`config.mk`:
```
export PLATFORM = sky130hd
export DESIGN_NAME = dapm_top
export DESIGN_NICKNAME = d
export VERILOG_FILES = /design/src/dapm_sync.v /design/src/dapm_fifo.v /design/src/dapm_top.v
export VERILOG_INCLUDE_DIRS = /design/src /design/src/src
export SDC_FILE = /design/constraint.sdc
export NUM_CORES = 1
export LEC_CHECK = 0
export BUFFER_PORTS_ARGS = -buffer_cell sky130_fd_sc_hd__buf_4
export CAP_MARGIN = 25
export CORE_ASPECT_RATIO = 1.4
export CORE_UTILIZATION = 45
export CTS_CLUSTER_DIAMETER = 60
export DETAILED_ROUTE_END_ITERATION = 12
export GPL_TIMING_DRIVEN = 0
export PLACE_DENSITY_LB_ADDON = 0.25
export SKIP_CTS_REPAIR_TIMING = 1
export SLEW_MARGIN = 30
export SYNTH_ARGS = -nofsm -noshare
export SYNTH_HDL_FRONTEND = slang
export SYNTH_SLANG_ARGS = --single-unit
```
`constraint.sdc`:
```
create_clock -name sys_clk_in -period 10.84 [get_ports sys_clk_in]
set_input_delay 2.168 -clock sys_clk_in [delete_from_list [all_inputs] [get_ports sys_clk_in]]
set_output_delay 2.168 -clock sys_clk_in [all_outputs]
set_load 0.1 [all_outputs]
```
`src/dapm_regs.vh`:
```
// Constants for the dual converter power-mode control block
`ifndef DAPM_REGS_VH
`define DAPM_REGS_VH
// Power modes
`define DAPM_MODE_NORMAL    2'h0
`define DAPM_MODE_PARTIAL   2'h1
`define DAPM_MODE_FULL      2'h2
// Falling-edge thresholds within a frame
`define DAPM_EDGE_GLITCH    6'h02
`define DAPM_EDGE_KEEP      6'h0a
`define DAPM_EDGE_FRAME     6'h10
`define DAPM_EDGE_TRAIL     6'h12
`define DAPM_EDGE_DUAL      6'h20
// Result width and leading zeros
`define DAPM_RES_BITS       14
`define DAPM_LEAD_ZEROS     2
// Power-up times
`define DAPM_WAKE_NS        200
`define DAPM_DEEP_WAKE_NS   6000000
`define DAPM_CLK_MHZ        250
`define DAPM_WAKE_CYC       ((`DAPM_WAKE_NS * `DAPM_CLK_MHZ + 999) / 1000)
`define DAPM_DEEP_WAKE_CYC  ((`DAPM_DEEP_WAKE_NS * `DAPM_CLK_MHZ + 999) / 1000)
// Result FIFO
`define DAPM_FIFO_DEPTH     16
`endif

```
`src/dapm_sync.v`:
```
// Two-flop synchroniser for signals from outside the clock domain
`timescale 1ns/1ps
module dapm_sync #(
  parameter RST_VAL = 1'b0
) (
  // Clock and reset
  input  wire sys_clk_in,
  input  wire nrst_in,
  // Data
  input  wire async_in,
  output wire sync_out
);
  reg meta_q;
  reg sync_q;
  // Second flop alone reads the first
  always @(posedge sys_clk_in or negedge nrst_in) begin
    if (!nrst_in) begin
      meta_q <= RST_VAL;
      sync_q <= RST_VAL;
    end else begin
      meta_q <= async_in;
      sync_q <= meta_q;
    end
  end
  assign sync_out = sync_q;
endmodule // dapm_sync

```
`src/dapm_fifo.v`:
```
// Flop-based FIFO holding result word pairs
`timescale 1ns/1ps
module dapm_fifo #(
  parameter WIDTH = 28,
  parameter DEPTH = 16,
  parameter AW    = 4
) (
  // Clock and reset
  input  wire             sys_clk_in,
  input  wire             nrst_in,
  // Fill side
  input  wire             wr_valid_in,
  output wire             wr_ready_out,
  input  wire [WIDTH-1:0] wr_data_in,
  // Drain side
  output wire             rd_valid_out,
  input  wire             rd_ready_in,
  output wire [WIDTH-1:0] rd_data_out
);
  reg [WIDTH-1:0] mem_q [0:DEPTH-1];
  reg [AW-1:0]    wr_ptr_q;
  reg [AW-1:0]    rd_ptr_q;
  reg [AW:0]      count_q;
  wire            do_wr;
  wire            do_rd;
  // Handshakes and flags
  assign wr_ready_out = (count_q != DEPTH[AW:0]);
  assign rd_valid_out = (count_q != {(AW+1){1'b0}});
  assign do_wr        = wr_valid_in & wr_ready_out;
  assign do_rd        = rd_valid_out & rd_ready_in;
  assign rd_data_out  = mem_q[rd_ptr_q];
  // Storage
  always @(posedge sys_clk_in) begin
    if (do_wr) begin
      mem_q[wr_ptr_q] <= wr_data_in;
    end
  end
  // Pointers and fill count
  always @(posedge sys_clk_in or negedge nrst_in) begin
    if (!nrst_in) begin
      wr_ptr_q <= {AW{1'b0}};
      rd_ptr_q <= {AW{1'b0}};
      count_q  <= {(AW+1){1'b0}};
    end else begin
      if (do_wr) begin
        wr_ptr_q <= (wr_ptr_q == DEPTH[AW-1:0] - 1'b1) ? {AW{1'b0}} : wr_ptr_q + 1'b1;
      end
      if (do_rd) begin
        rd_ptr_q <= (rd_ptr_q == DEPTH[AW-1:0] - 1'b1) ? {AW{1'b0}} : rd_ptr_q + 1'b1;
      end
      if (do_wr & ~do_rd) begin
        count_q <= count_q + 1'b1;
      end else if (do_rd & ~do_wr) begin
        count_q <= count_q - 1'b1;
      end
    end
  end
endmodule // dapm_fifo

```
`src/dapm_top.v`:
```
// Power-mode control and serial output sequencing for a dual converter
// Notes on behaviour
// - Three modes chosen by select rise timing
// - Rise after 10th, before 16th: abort, powered
// - Sixteen clocks with select low per result
// - Outputs stay driven after sixteen until rise
// - Two trailing zeros after the result
// - Next sixteen carry other result, same line
// - Line released at 32nd fall or rise
// - Partial: all off except reference
// - Normal, rise edges 2..9: partial, abort
// - Rise before 2nd edge keeps mode
// - Partial wake: dummy past 10th, 200 ns
// - Partial, early rise: back to partial
// - Partial, rise edges 2..9: full down
// - Full: all analog off incl reference
// - Hold until first clock edge on wake
// - Select fall: hold, sample, start, drive
// - Two zeros then 14 bits MSB first
`timescale 1ns/1ps
`include "dapm_regs.vh"
module dapm_top #(
  parameter RES_BITS       = `DAPM_RES_BITS,
  parameter DEEP_WAKE_CYC  = `DAPM_DEEP_WAKE_CYC,
  parameter WAKE_CYC       = `DAPM_WAKE_CYC,
  parameter FIFO_DEPTH     = `DAPM_FIFO_DEPTH
) (
  // Clock and reset
  input  wire                  sys_clk_in,
  input  wire                  nrst_in,
  // Host serial pins
  input  wire                  sel_n_in,
  input  wire                  sclk_in,
  output reg                   serial_out_first_out,
  output reg                   serial_out_first_oe_out,
  output reg                   serial_out_second_out,
  output reg                   serial_out_second_oe_out,
  // Converter result stream
  input  wire                  res_valid_in,
  output wire                  res_ready_out,
  input  wire [RES_BITS-1:0]   res_a_in,
  input  wire [RES_BITS-1:0]   res_b_in,
  // Analog power controls and status
  output reg                   analog_on_out,
  output reg                   ref_on_out,
  output reg                   track_out,
  output reg                   powered_out,
  output reg [1:0]             mode_out,
  output reg                   conv_start_out
);
  localparam W = 2 * RES_BITS;
  // Frame bit positions: lead zeros, first result, trailing zeros, other result
  localparam FIRST_LO  = `DAPM_LEAD_ZEROS;
  localparam FIRST_HI  = `DAPM_LEAD_ZEROS + RES_BITS - 1;
  localparam SECOND_LO = `DAPM_EDGE_FRAME + `DAPM_LEAD_ZEROS;
  localparam SECOND_HI = `DAPM_EDGE_FRAME + `DAPM_LEAD_ZEROS + RES_BITS - 1;

  // ----------------------------------------------------------------
  // Input synchronisers and edge detection
  // ----------------------------------------------------------------
  wire sel_n_s;
  wire sclk_s;
  reg  sel_n_q;
  reg  sclk_q;
  wire sel_fall;
  wire sel_rise;
  wire sclk_fall;
  wire sclk_rise;

  dapm_sync #(.RST_VAL(1'b1)) u_sync_sel (
    .sys_clk_in (sys_clk_in),
    .nrst_in    (nrst_in),
    .async_in   (sel_n_in),
    .sync_out   (sel_n_s)
  );

  dapm_sync #(.RST_VAL(1'b0)) u_sync_sclk (
    .sys_clk_in (sys_clk_in),
    .nrst_in    (nrst_in),
    .async_in   (sclk_in),
    .sync_out   (sclk_s)
  );

  // Previous synchronised levels
  always @(posedge sys_clk_in or negedge nrst_in) begin
    if (!nrst_in) begin
      sel_n_q <= 1'b1;
      sclk_q  <= 1'b0;
    end else begin
      sel_n_q <= sel_n_s;
      sclk_q  <= sclk_s;
    end
  end

  assign sel_fall  = sel_n_q & ~sel_n_s;
  assign sel_rise  = ~sel_n_q & sel_n_s;
  assign sclk_fall = sclk_q & ~sclk_s & ~sel_n_s;
  assign sclk_rise = ~sclk_q & sclk_s & ~sel_n_s;

  // ----------------------------------------------------------------
  // Result FIFO
  // ----------------------------------------------------------------
  wire         fifo_valid;
  wire [W-1:0] fifo_data;
  reg          fifo_pop;

  dapm_fifo #(.WIDTH(W), .DEPTH(FIFO_DEPTH), .AW(4)) u_fifo (
    .sys_clk_in   (sys_clk_in),
    .nrst_in      (nrst_in),
    .wr_valid_in  (res_valid_in),
    .wr_ready_out (res_ready_out),
    .wr_data_in   ({res_a_in, res_b_in}),
    .rd_valid_out (fifo_valid),
    .rd_ready_in  (fifo_pop),
    .rd_data_out  (fifo_data)
  );

  // ----------------------------------------------------------------
  // Frame state: edge count, shift data, drive enable
  // ----------------------------------------------------------------
  reg [5:0]          edge_cnt_q;
  reg                in_frame_q;
  reg                drive_q;
  reg [RES_BITS-1:0] word_a_q;
  reg [RES_BITS-1:0] word_b_q;
  reg [1:0]          mode_q;
  reg                wake_pend_q;
  reg                deep_pend_q;
  reg [31:0]         wake_cnt_q;
  reg                powered_q;
  reg                track_q;
  reg                bit_a_d;
  reg                bit_b_d;
  integer            idx;

  // Bit presented after edge_cnt_q falling edges (lead zeros, result, trail)
  always @* begin
    bit_a_d = 1'b0;
    bit_b_d = 1'b0;
    idx     = 0;
    if (edge_cnt_q >= FIRST_LO && edge_cnt_q <= FIRST_HI) begin
      idx     = FIRST_HI - edge_cnt_q;
      bit_a_d = word_a_q[idx];
      bit_b_d = word_b_q[idx];
    end else if (edge_cnt_q >= SECOND_LO && edge_cnt_q <= SECOND_HI) begin
      idx     = SECOND_HI - edge_cnt_q;
      bit_a_d = word_b_q[idx];
      bit_b_d = word_a_q[idx];
    end
  end

  // Frame sequencing and mode decision
  always @(posedge sys_clk_in or negedge nrst_in) begin
    if (!nrst_in) begin
      edge_cnt_q     <= 6'h00;
      in_frame_q     <= 1'b0;
      drive_q        <= 1'b0;
      word_a_q       <= {RES_BITS{1'b0}};
      word_b_q       <= {RES_BITS{1'b0}};
      mode_q         <= `DAPM_MODE_NORMAL;
      wake_pend_q    <= 1'b0;
      deep_pend_q    <= 1'b0;
      fifo_pop       <= 1'b0;
      conv_start_out <= 1'b0;
    end else begin
      fifo_pop       <= 1'b0;
      conv_start_out <= 1'b0;
      if (sel_fall) begin
        // Sample, start conversion, leave three-state
        edge_cnt_q     <= 6'h00;
        in_frame_q     <= 1'b1;
        drive_q        <= 1'b1;
        conv_start_out <= 1'b1;
        if (fifo_valid) begin
          word_a_q <= fifo_data[W-1:RES_BITS];
          word_b_q <= fifo_data[RES_BITS-1:0];
          fifo_pop <= 1'b1;
        end
      end else if (sel_rise && in_frame_q) begin
        in_frame_q <= 1'b0;
        drive_q    <= 1'b0;
        if (edge_cnt_q < `DAPM_EDGE_GLITCH) begin
          // Glitch: mode unchanged, wake and deep-wake pending flags cleared
          wake_pend_q <= 1'b0;
          deep_pend_q <= 1'b0;
        end else if (edge_cnt_q < `DAPM_EDGE_KEEP) begin
          wake_pend_q <= 1'b0;
          deep_pend_q <= 1'b0;
          if (mode_q == `DAPM_MODE_NORMAL) begin
            mode_q <= `DAPM_MODE_PARTIAL;
          end else begin
            mode_q <= `DAPM_MODE_FULL;
          end
        end else if (mode_q != `DAPM_MODE_NORMAL) begin
          // Dummy conversion held past the tenth edge
          mode_q <= `DAPM_MODE_NORMAL;
        end
        // Rise after tenth edge in normal: stays powered, aborted
      end else if (in_frame_q && sclk_fall) begin
        if (edge_cnt_q != 6'h3f) begin
          edge_cnt_q <= edge_cnt_q + 6'h01;
        end
        if (edge_cnt_q + 6'h01 == `DAPM_EDGE_DUAL) begin
          drive_q <= 1'b0;
        end
        if (edge_cnt_q + 6'h01 == `DAPM_EDGE_KEEP && mode_q != `DAPM_MODE_NORMAL) begin
          wake_pend_q <= 1'b1;
          deep_pend_q <= (mode_q == `DAPM_MODE_FULL);
        end
      end
    end
  end

  // ----------------------------------------------------------------
  // Power-up timer and track-and-hold
  // ----------------------------------------------------------------
  always @(posedge sys_clk_in or negedge nrst_in) begin
    if (!nrst_in) begin
      wake_cnt_q <= 32'h00000000;
      powered_q  <= 1'b1;
      track_q    <= 1'b1;
    end else begin
      // Hold from select fall; track again per mode
      if (sel_fall) begin
        track_q <= 1'b0;
      end else if (in_frame_q && mode_q != `DAPM_MODE_NORMAL && (sclk_fall || sclk_rise)) begin
        track_q <= 1'b1;
      end else if (in_frame_q && sclk_rise && edge_cnt_q >= 6'h0f) begin
        track_q <= 1'b1;
      end else if (sel_rise) begin
        track_q <= 1'b1;
      end
      // Wake delay counted from select fall
      if (sel_fall && mode_q != `DAPM_MODE_NORMAL) begin
        wake_cnt_q <= 32'h00000000;
      end else if (mode_q != `DAPM_MODE_NORMAL) begin
        powered_q <= 1'b0;
        if (in_frame_q) begin
          wake_cnt_q <= wake_cnt_q + 32'h00000001;
        end
      end else if (wake_pend_q || !powered_q) begin
        if (wake_cnt_q >= (deep_pend_q ? DEEP_WAKE_CYC : WAKE_CYC)) begin
          powered_q <= 1'b1;
        end else begin
          wake_cnt_q <= wake_cnt_q + 32'h00000001;
        end
      end
    end
  end

  // ----------------------------------------------------------------
  // Registered outputs
  // ----------------------------------------------------------------
  always @(posedge sys_clk_in or negedge nrst_in) begin
    if (!nrst_in) begin
      serial_out_first_out     <= 1'b0;
      serial_out_first_oe_out  <= 1'b0;
      serial_out_second_out    <= 1'b0;
      serial_out_second_oe_out <= 1'b0;
      analog_on_out            <= 1'b1;
      ref_on_out               <= 1'b1;
      track_out                <= 1'b1;
      powered_out              <= 1'b1;
      mode_out                 <= `DAPM_MODE_NORMAL;
    end else begin
      // Frame bit on both lines, released on abort or after 32
      serial_out_first_out     <= bit_a_d;
      serial_out_second_out    <= bit_b_d;
      serial_out_first_oe_out  <= drive_q;
      serial_out_second_oe_out <= drive_q && (edge_cnt_q < `DAPM_EDGE_DUAL);
      // Analog power per mode, wake in frame after select fall
      analog_on_out <= (mode_q == `DAPM_MODE_NORMAL) || in_frame_q;
      ref_on_out    <= (mode_q != `DAPM_MODE_FULL) || in_frame_q;
      // Held in hold while powered down, outside a wake frame
      track_out     <= track_q && ((mode_q == `DAPM_MODE_NORMAL) || in_frame_q);
      powered_out   <= powered_q;
      mode_out      <= mode_q;
    end
  end
endmodule // dapm_top

```
==> results.toml <==
[finish]
final_nets = 1369
multi_input_area_um2 = 6130
drive_gt1_share_pct = 29.8
regArea_um2 = 16100
area_growth_pct = 16.7
nFillCells = 3778

[floorplanning]
coreArea_um2 = 49100
rows = 96
io_pins = 45
dieArea_um2 = 50800
die_h_um = 266
start_util_pct = 45.7
die_x_um = 191

[clock_tree]
cts_htree_levels = 2
clockBufferDepth = 3
cts_tree = "done"
cts_inserted_buffers = 54
clkSinkCount = 553
clock-root-buffer = "clkbuf_16"
clk_latency_ns = 0.59
cts.reportedPaths.clkPinSlew_ns = 0.06

[run_status]
status = "finished, final reports clean"

[worst_hold_path]
holdPathEnd = "u_sync_sclk.sync_out"
hp-start = "u_sync_sclk.meta_q"
hp-class = "reg2reg"
hold_depth = 0

[global_routing]
grt_usage_pct = 19.9
grt_remaining_overflow = 0
grt_pass1_wl_um = 74500
grt_pass1_vias = 11900
antenna_found_initial = 0
grt_max_degree = 106

[critical_path]
reg2reg_from = "u_fifo.rd_ptr_q[1]"
slowest_stage = "dfrtp_1"
worst-r2r-cell-count = 6
crit_fanout = 5
worstPathCellList = "nor4_1, nand2_1, buf_4"
worst_ep_arrival_time_ns = 1.73
path_class = "reg2out"
worstSetupEndpointType = "primary output"
cpPeakStageDelay_ns = 0.44
start_kind = "flip-flop"
reg2reg_setup_slack_ns = 7.53
crit_required_ns = 8.67
r2r_end = "word_a_q[8]"

[yosys]
synthCells = 1171
synth.distinct_cells = 62
synth_common_cells = "edfxtp_1 (448), mux4_2 (146), dfrtp_1 (96)"
ys_seq_area_share_pct = 71.7
synth_ff_type = "edfxtp_1"
synth_top_cells_by_area = "edfxtp_1 (60%), mux4_2 (15%), dfrtp_1 (11%)"
yosys.area.top_type_share_pct = 60.0
netlist_area_um2 = 22400
synth_fp_nets = 1230
synth_edf_count = 448
syn_area_per_cell_um2 = 19.2
synth.largest_area_cell = "edfxtp_1"
ys_ff_latch = 553
synthArstFlopShare_pct = 19.0
yosysMostFrequentCell = "edfxtp_1"
yosys_warnings = 0

[timing]
finalHoldViolCount = 0
fin_crit_ns = 3.89
fin_crit_sh_pct = 35.9
setup_violations = 0
tightest_slew_ns = 0.950
tns_ns = 0
max_freq_mhz = 257
rsz0062_at_grt = "false"
finalMaxSlewViolations = 0
maxSlewHeadroom_pct = 36.7
hold_slack_ns = 0.347
fin_skew_ns = 0.0204

[placement]
place.gp.congestion = 0.834
portBuffers = 44
hpwl_um = 32900

[routing]
wl_um = 49100
wl_met2_um = 25800
drt_iter0_markers = 750
wl_per_cell_um = 24.6
route.met3.wl_um = 2510
postRouteAntennaNets = 0
avgViaCountPerCell = 5.82
drc_errors = 0
dr.max_layer_used = "met4"
drt-pass1-iter-count = 5
vias = 11600
drt-met1-wl_um = 19600

[flow_run]
drv_cap = 0

[power]
vdd_ir_drop_max_mv = 0.145
p_per_area_nw_per_um2 = 244
leakagePower_nw = 8.76
-- final cells by class --
class	count	share of cell area (%)
diodes	1	0.00956
well taps	637	3.05
multi-input cells	538	23.4
plain buffers	67	1.08
clock inverters	34	1.43
inverters	13	0.186
flip-flops and latches	553	61.5
repair buffers	83	3.72
clock buffers	67	5.62
-- critical path: cells and delay by family (launching register included) --
kind          cells  cell delay (ns)
simple gates      2             0.45
flops             1             0.44
buf+inv           1             0.25
-- state kept, by name, summed over array words and instances, names as in the netlist, 2 cells and up --
name	flops
mode_q	2
u_fifo.count_q	5
u_fifo.rd_ptr_q	4
wake_cnt_q	32
word_b_q	14
mode_out	2
u_fifo.wr_ptr_q	4
edge_cnt_q	6
u_fifo.mem_q	448
word_a_q	14
-- routing by layer --
metal	track usage (%)	vias up
li1	-	5092
met1	25.8	6090
met2	34.8	346
met3	2.75	71
met4	6.03	0
met5	0	-
-- logic make-up (layout without fill, tap and decap cells) --
kind of cell / Yosys count / in the layout / share of synthesized area [%]
buf+inv: 80 / 264 / 1.43
fa+ha+maj: 26 / 26 / 1.48
flops: 553 / 553 / 71.7
compound gates: 145 / 145 / 4.43
xor+xnor: 14 / 14 / 0.547
mux: 184 / 184 / 16.5
simple gates: 169 / 169 / 3.86
other cells: 0 / 1 / 0
-- cells in the final DEF (no fill, tap or decap), types with 13 or more instances in the layout --
| cell type | n |
|---|---|
| edfxtp_1 | 448 |
| mux4_2 | 146 |
| dfrtp_1 | 96 |
| buf_4 | 63 |
| clkbuf_16 | 55 |
| clkbuf_1 | 47 |
| nand2_1 | 39 |
| o21ai_0 | 39 |
| o31ai_1 | 31 |
| mux2_2 | 30 |
| nand3_1 | 27 |
| ha_1 | 25 |
| nor2_1 | 23 |
| a21oi_1 | 17 |
| buf_16 | 16 |
| inv_1 | 13 |
-- through the flow --
step / std cells / setup slack, ns / utilization, % / power, mW / instance area [um^2]
2_1_floorplan: 1171 / 5.75 / - / 3.90 / 22400
3_3_place_gp: 1852 / 3.02 / 48.0 / 4.42 / 23600
3_5_place_dp: 1891 / 6.50 / 49.5 / 4.53 / 24300
4_1_cts: 1992 / 6.90 / 53.3 / 6.46 / 26200
5_1_grt: 1992 / 6.85 / 53.3 / 6.65 / 26200
6_report: 1993 / 6.95 / 53.3 / 6.39 / 26200
-- how the worst max path moves through the flow --
stage / start / to / slack (ns) / cells after the start
4_1_cts: u_fifo.count_q[0] / res_ready_out / 6.90 / 3
5_1_grt: u_fifo.count_q[0] / res_ready_out / 6.85 / 3
6_report: u_fifo.count_q[0] / res_ready_out / 6.95 / 3
2_1_floorplan: res_valid_in / u_fifo.mem_q[0][0] / 5.75 / 4
3_3_place_gp: res_valid_in / u_fifo.mem_q[0][7] / 3.02 / 5
3_5_place_dp: res_valid_in / u_fifo.count_q[4] / 6.50 / 11
-- where the power goes --
group	internal [mW]	switching, mW	total, mW
Sequential	2.57	0.100	2.67
Combinational	0.822	0.976	1.80
Clock	1.12	0.812	1.93
Total	4.50	1.89	6.39
Power figures use the tool's default switching activity.
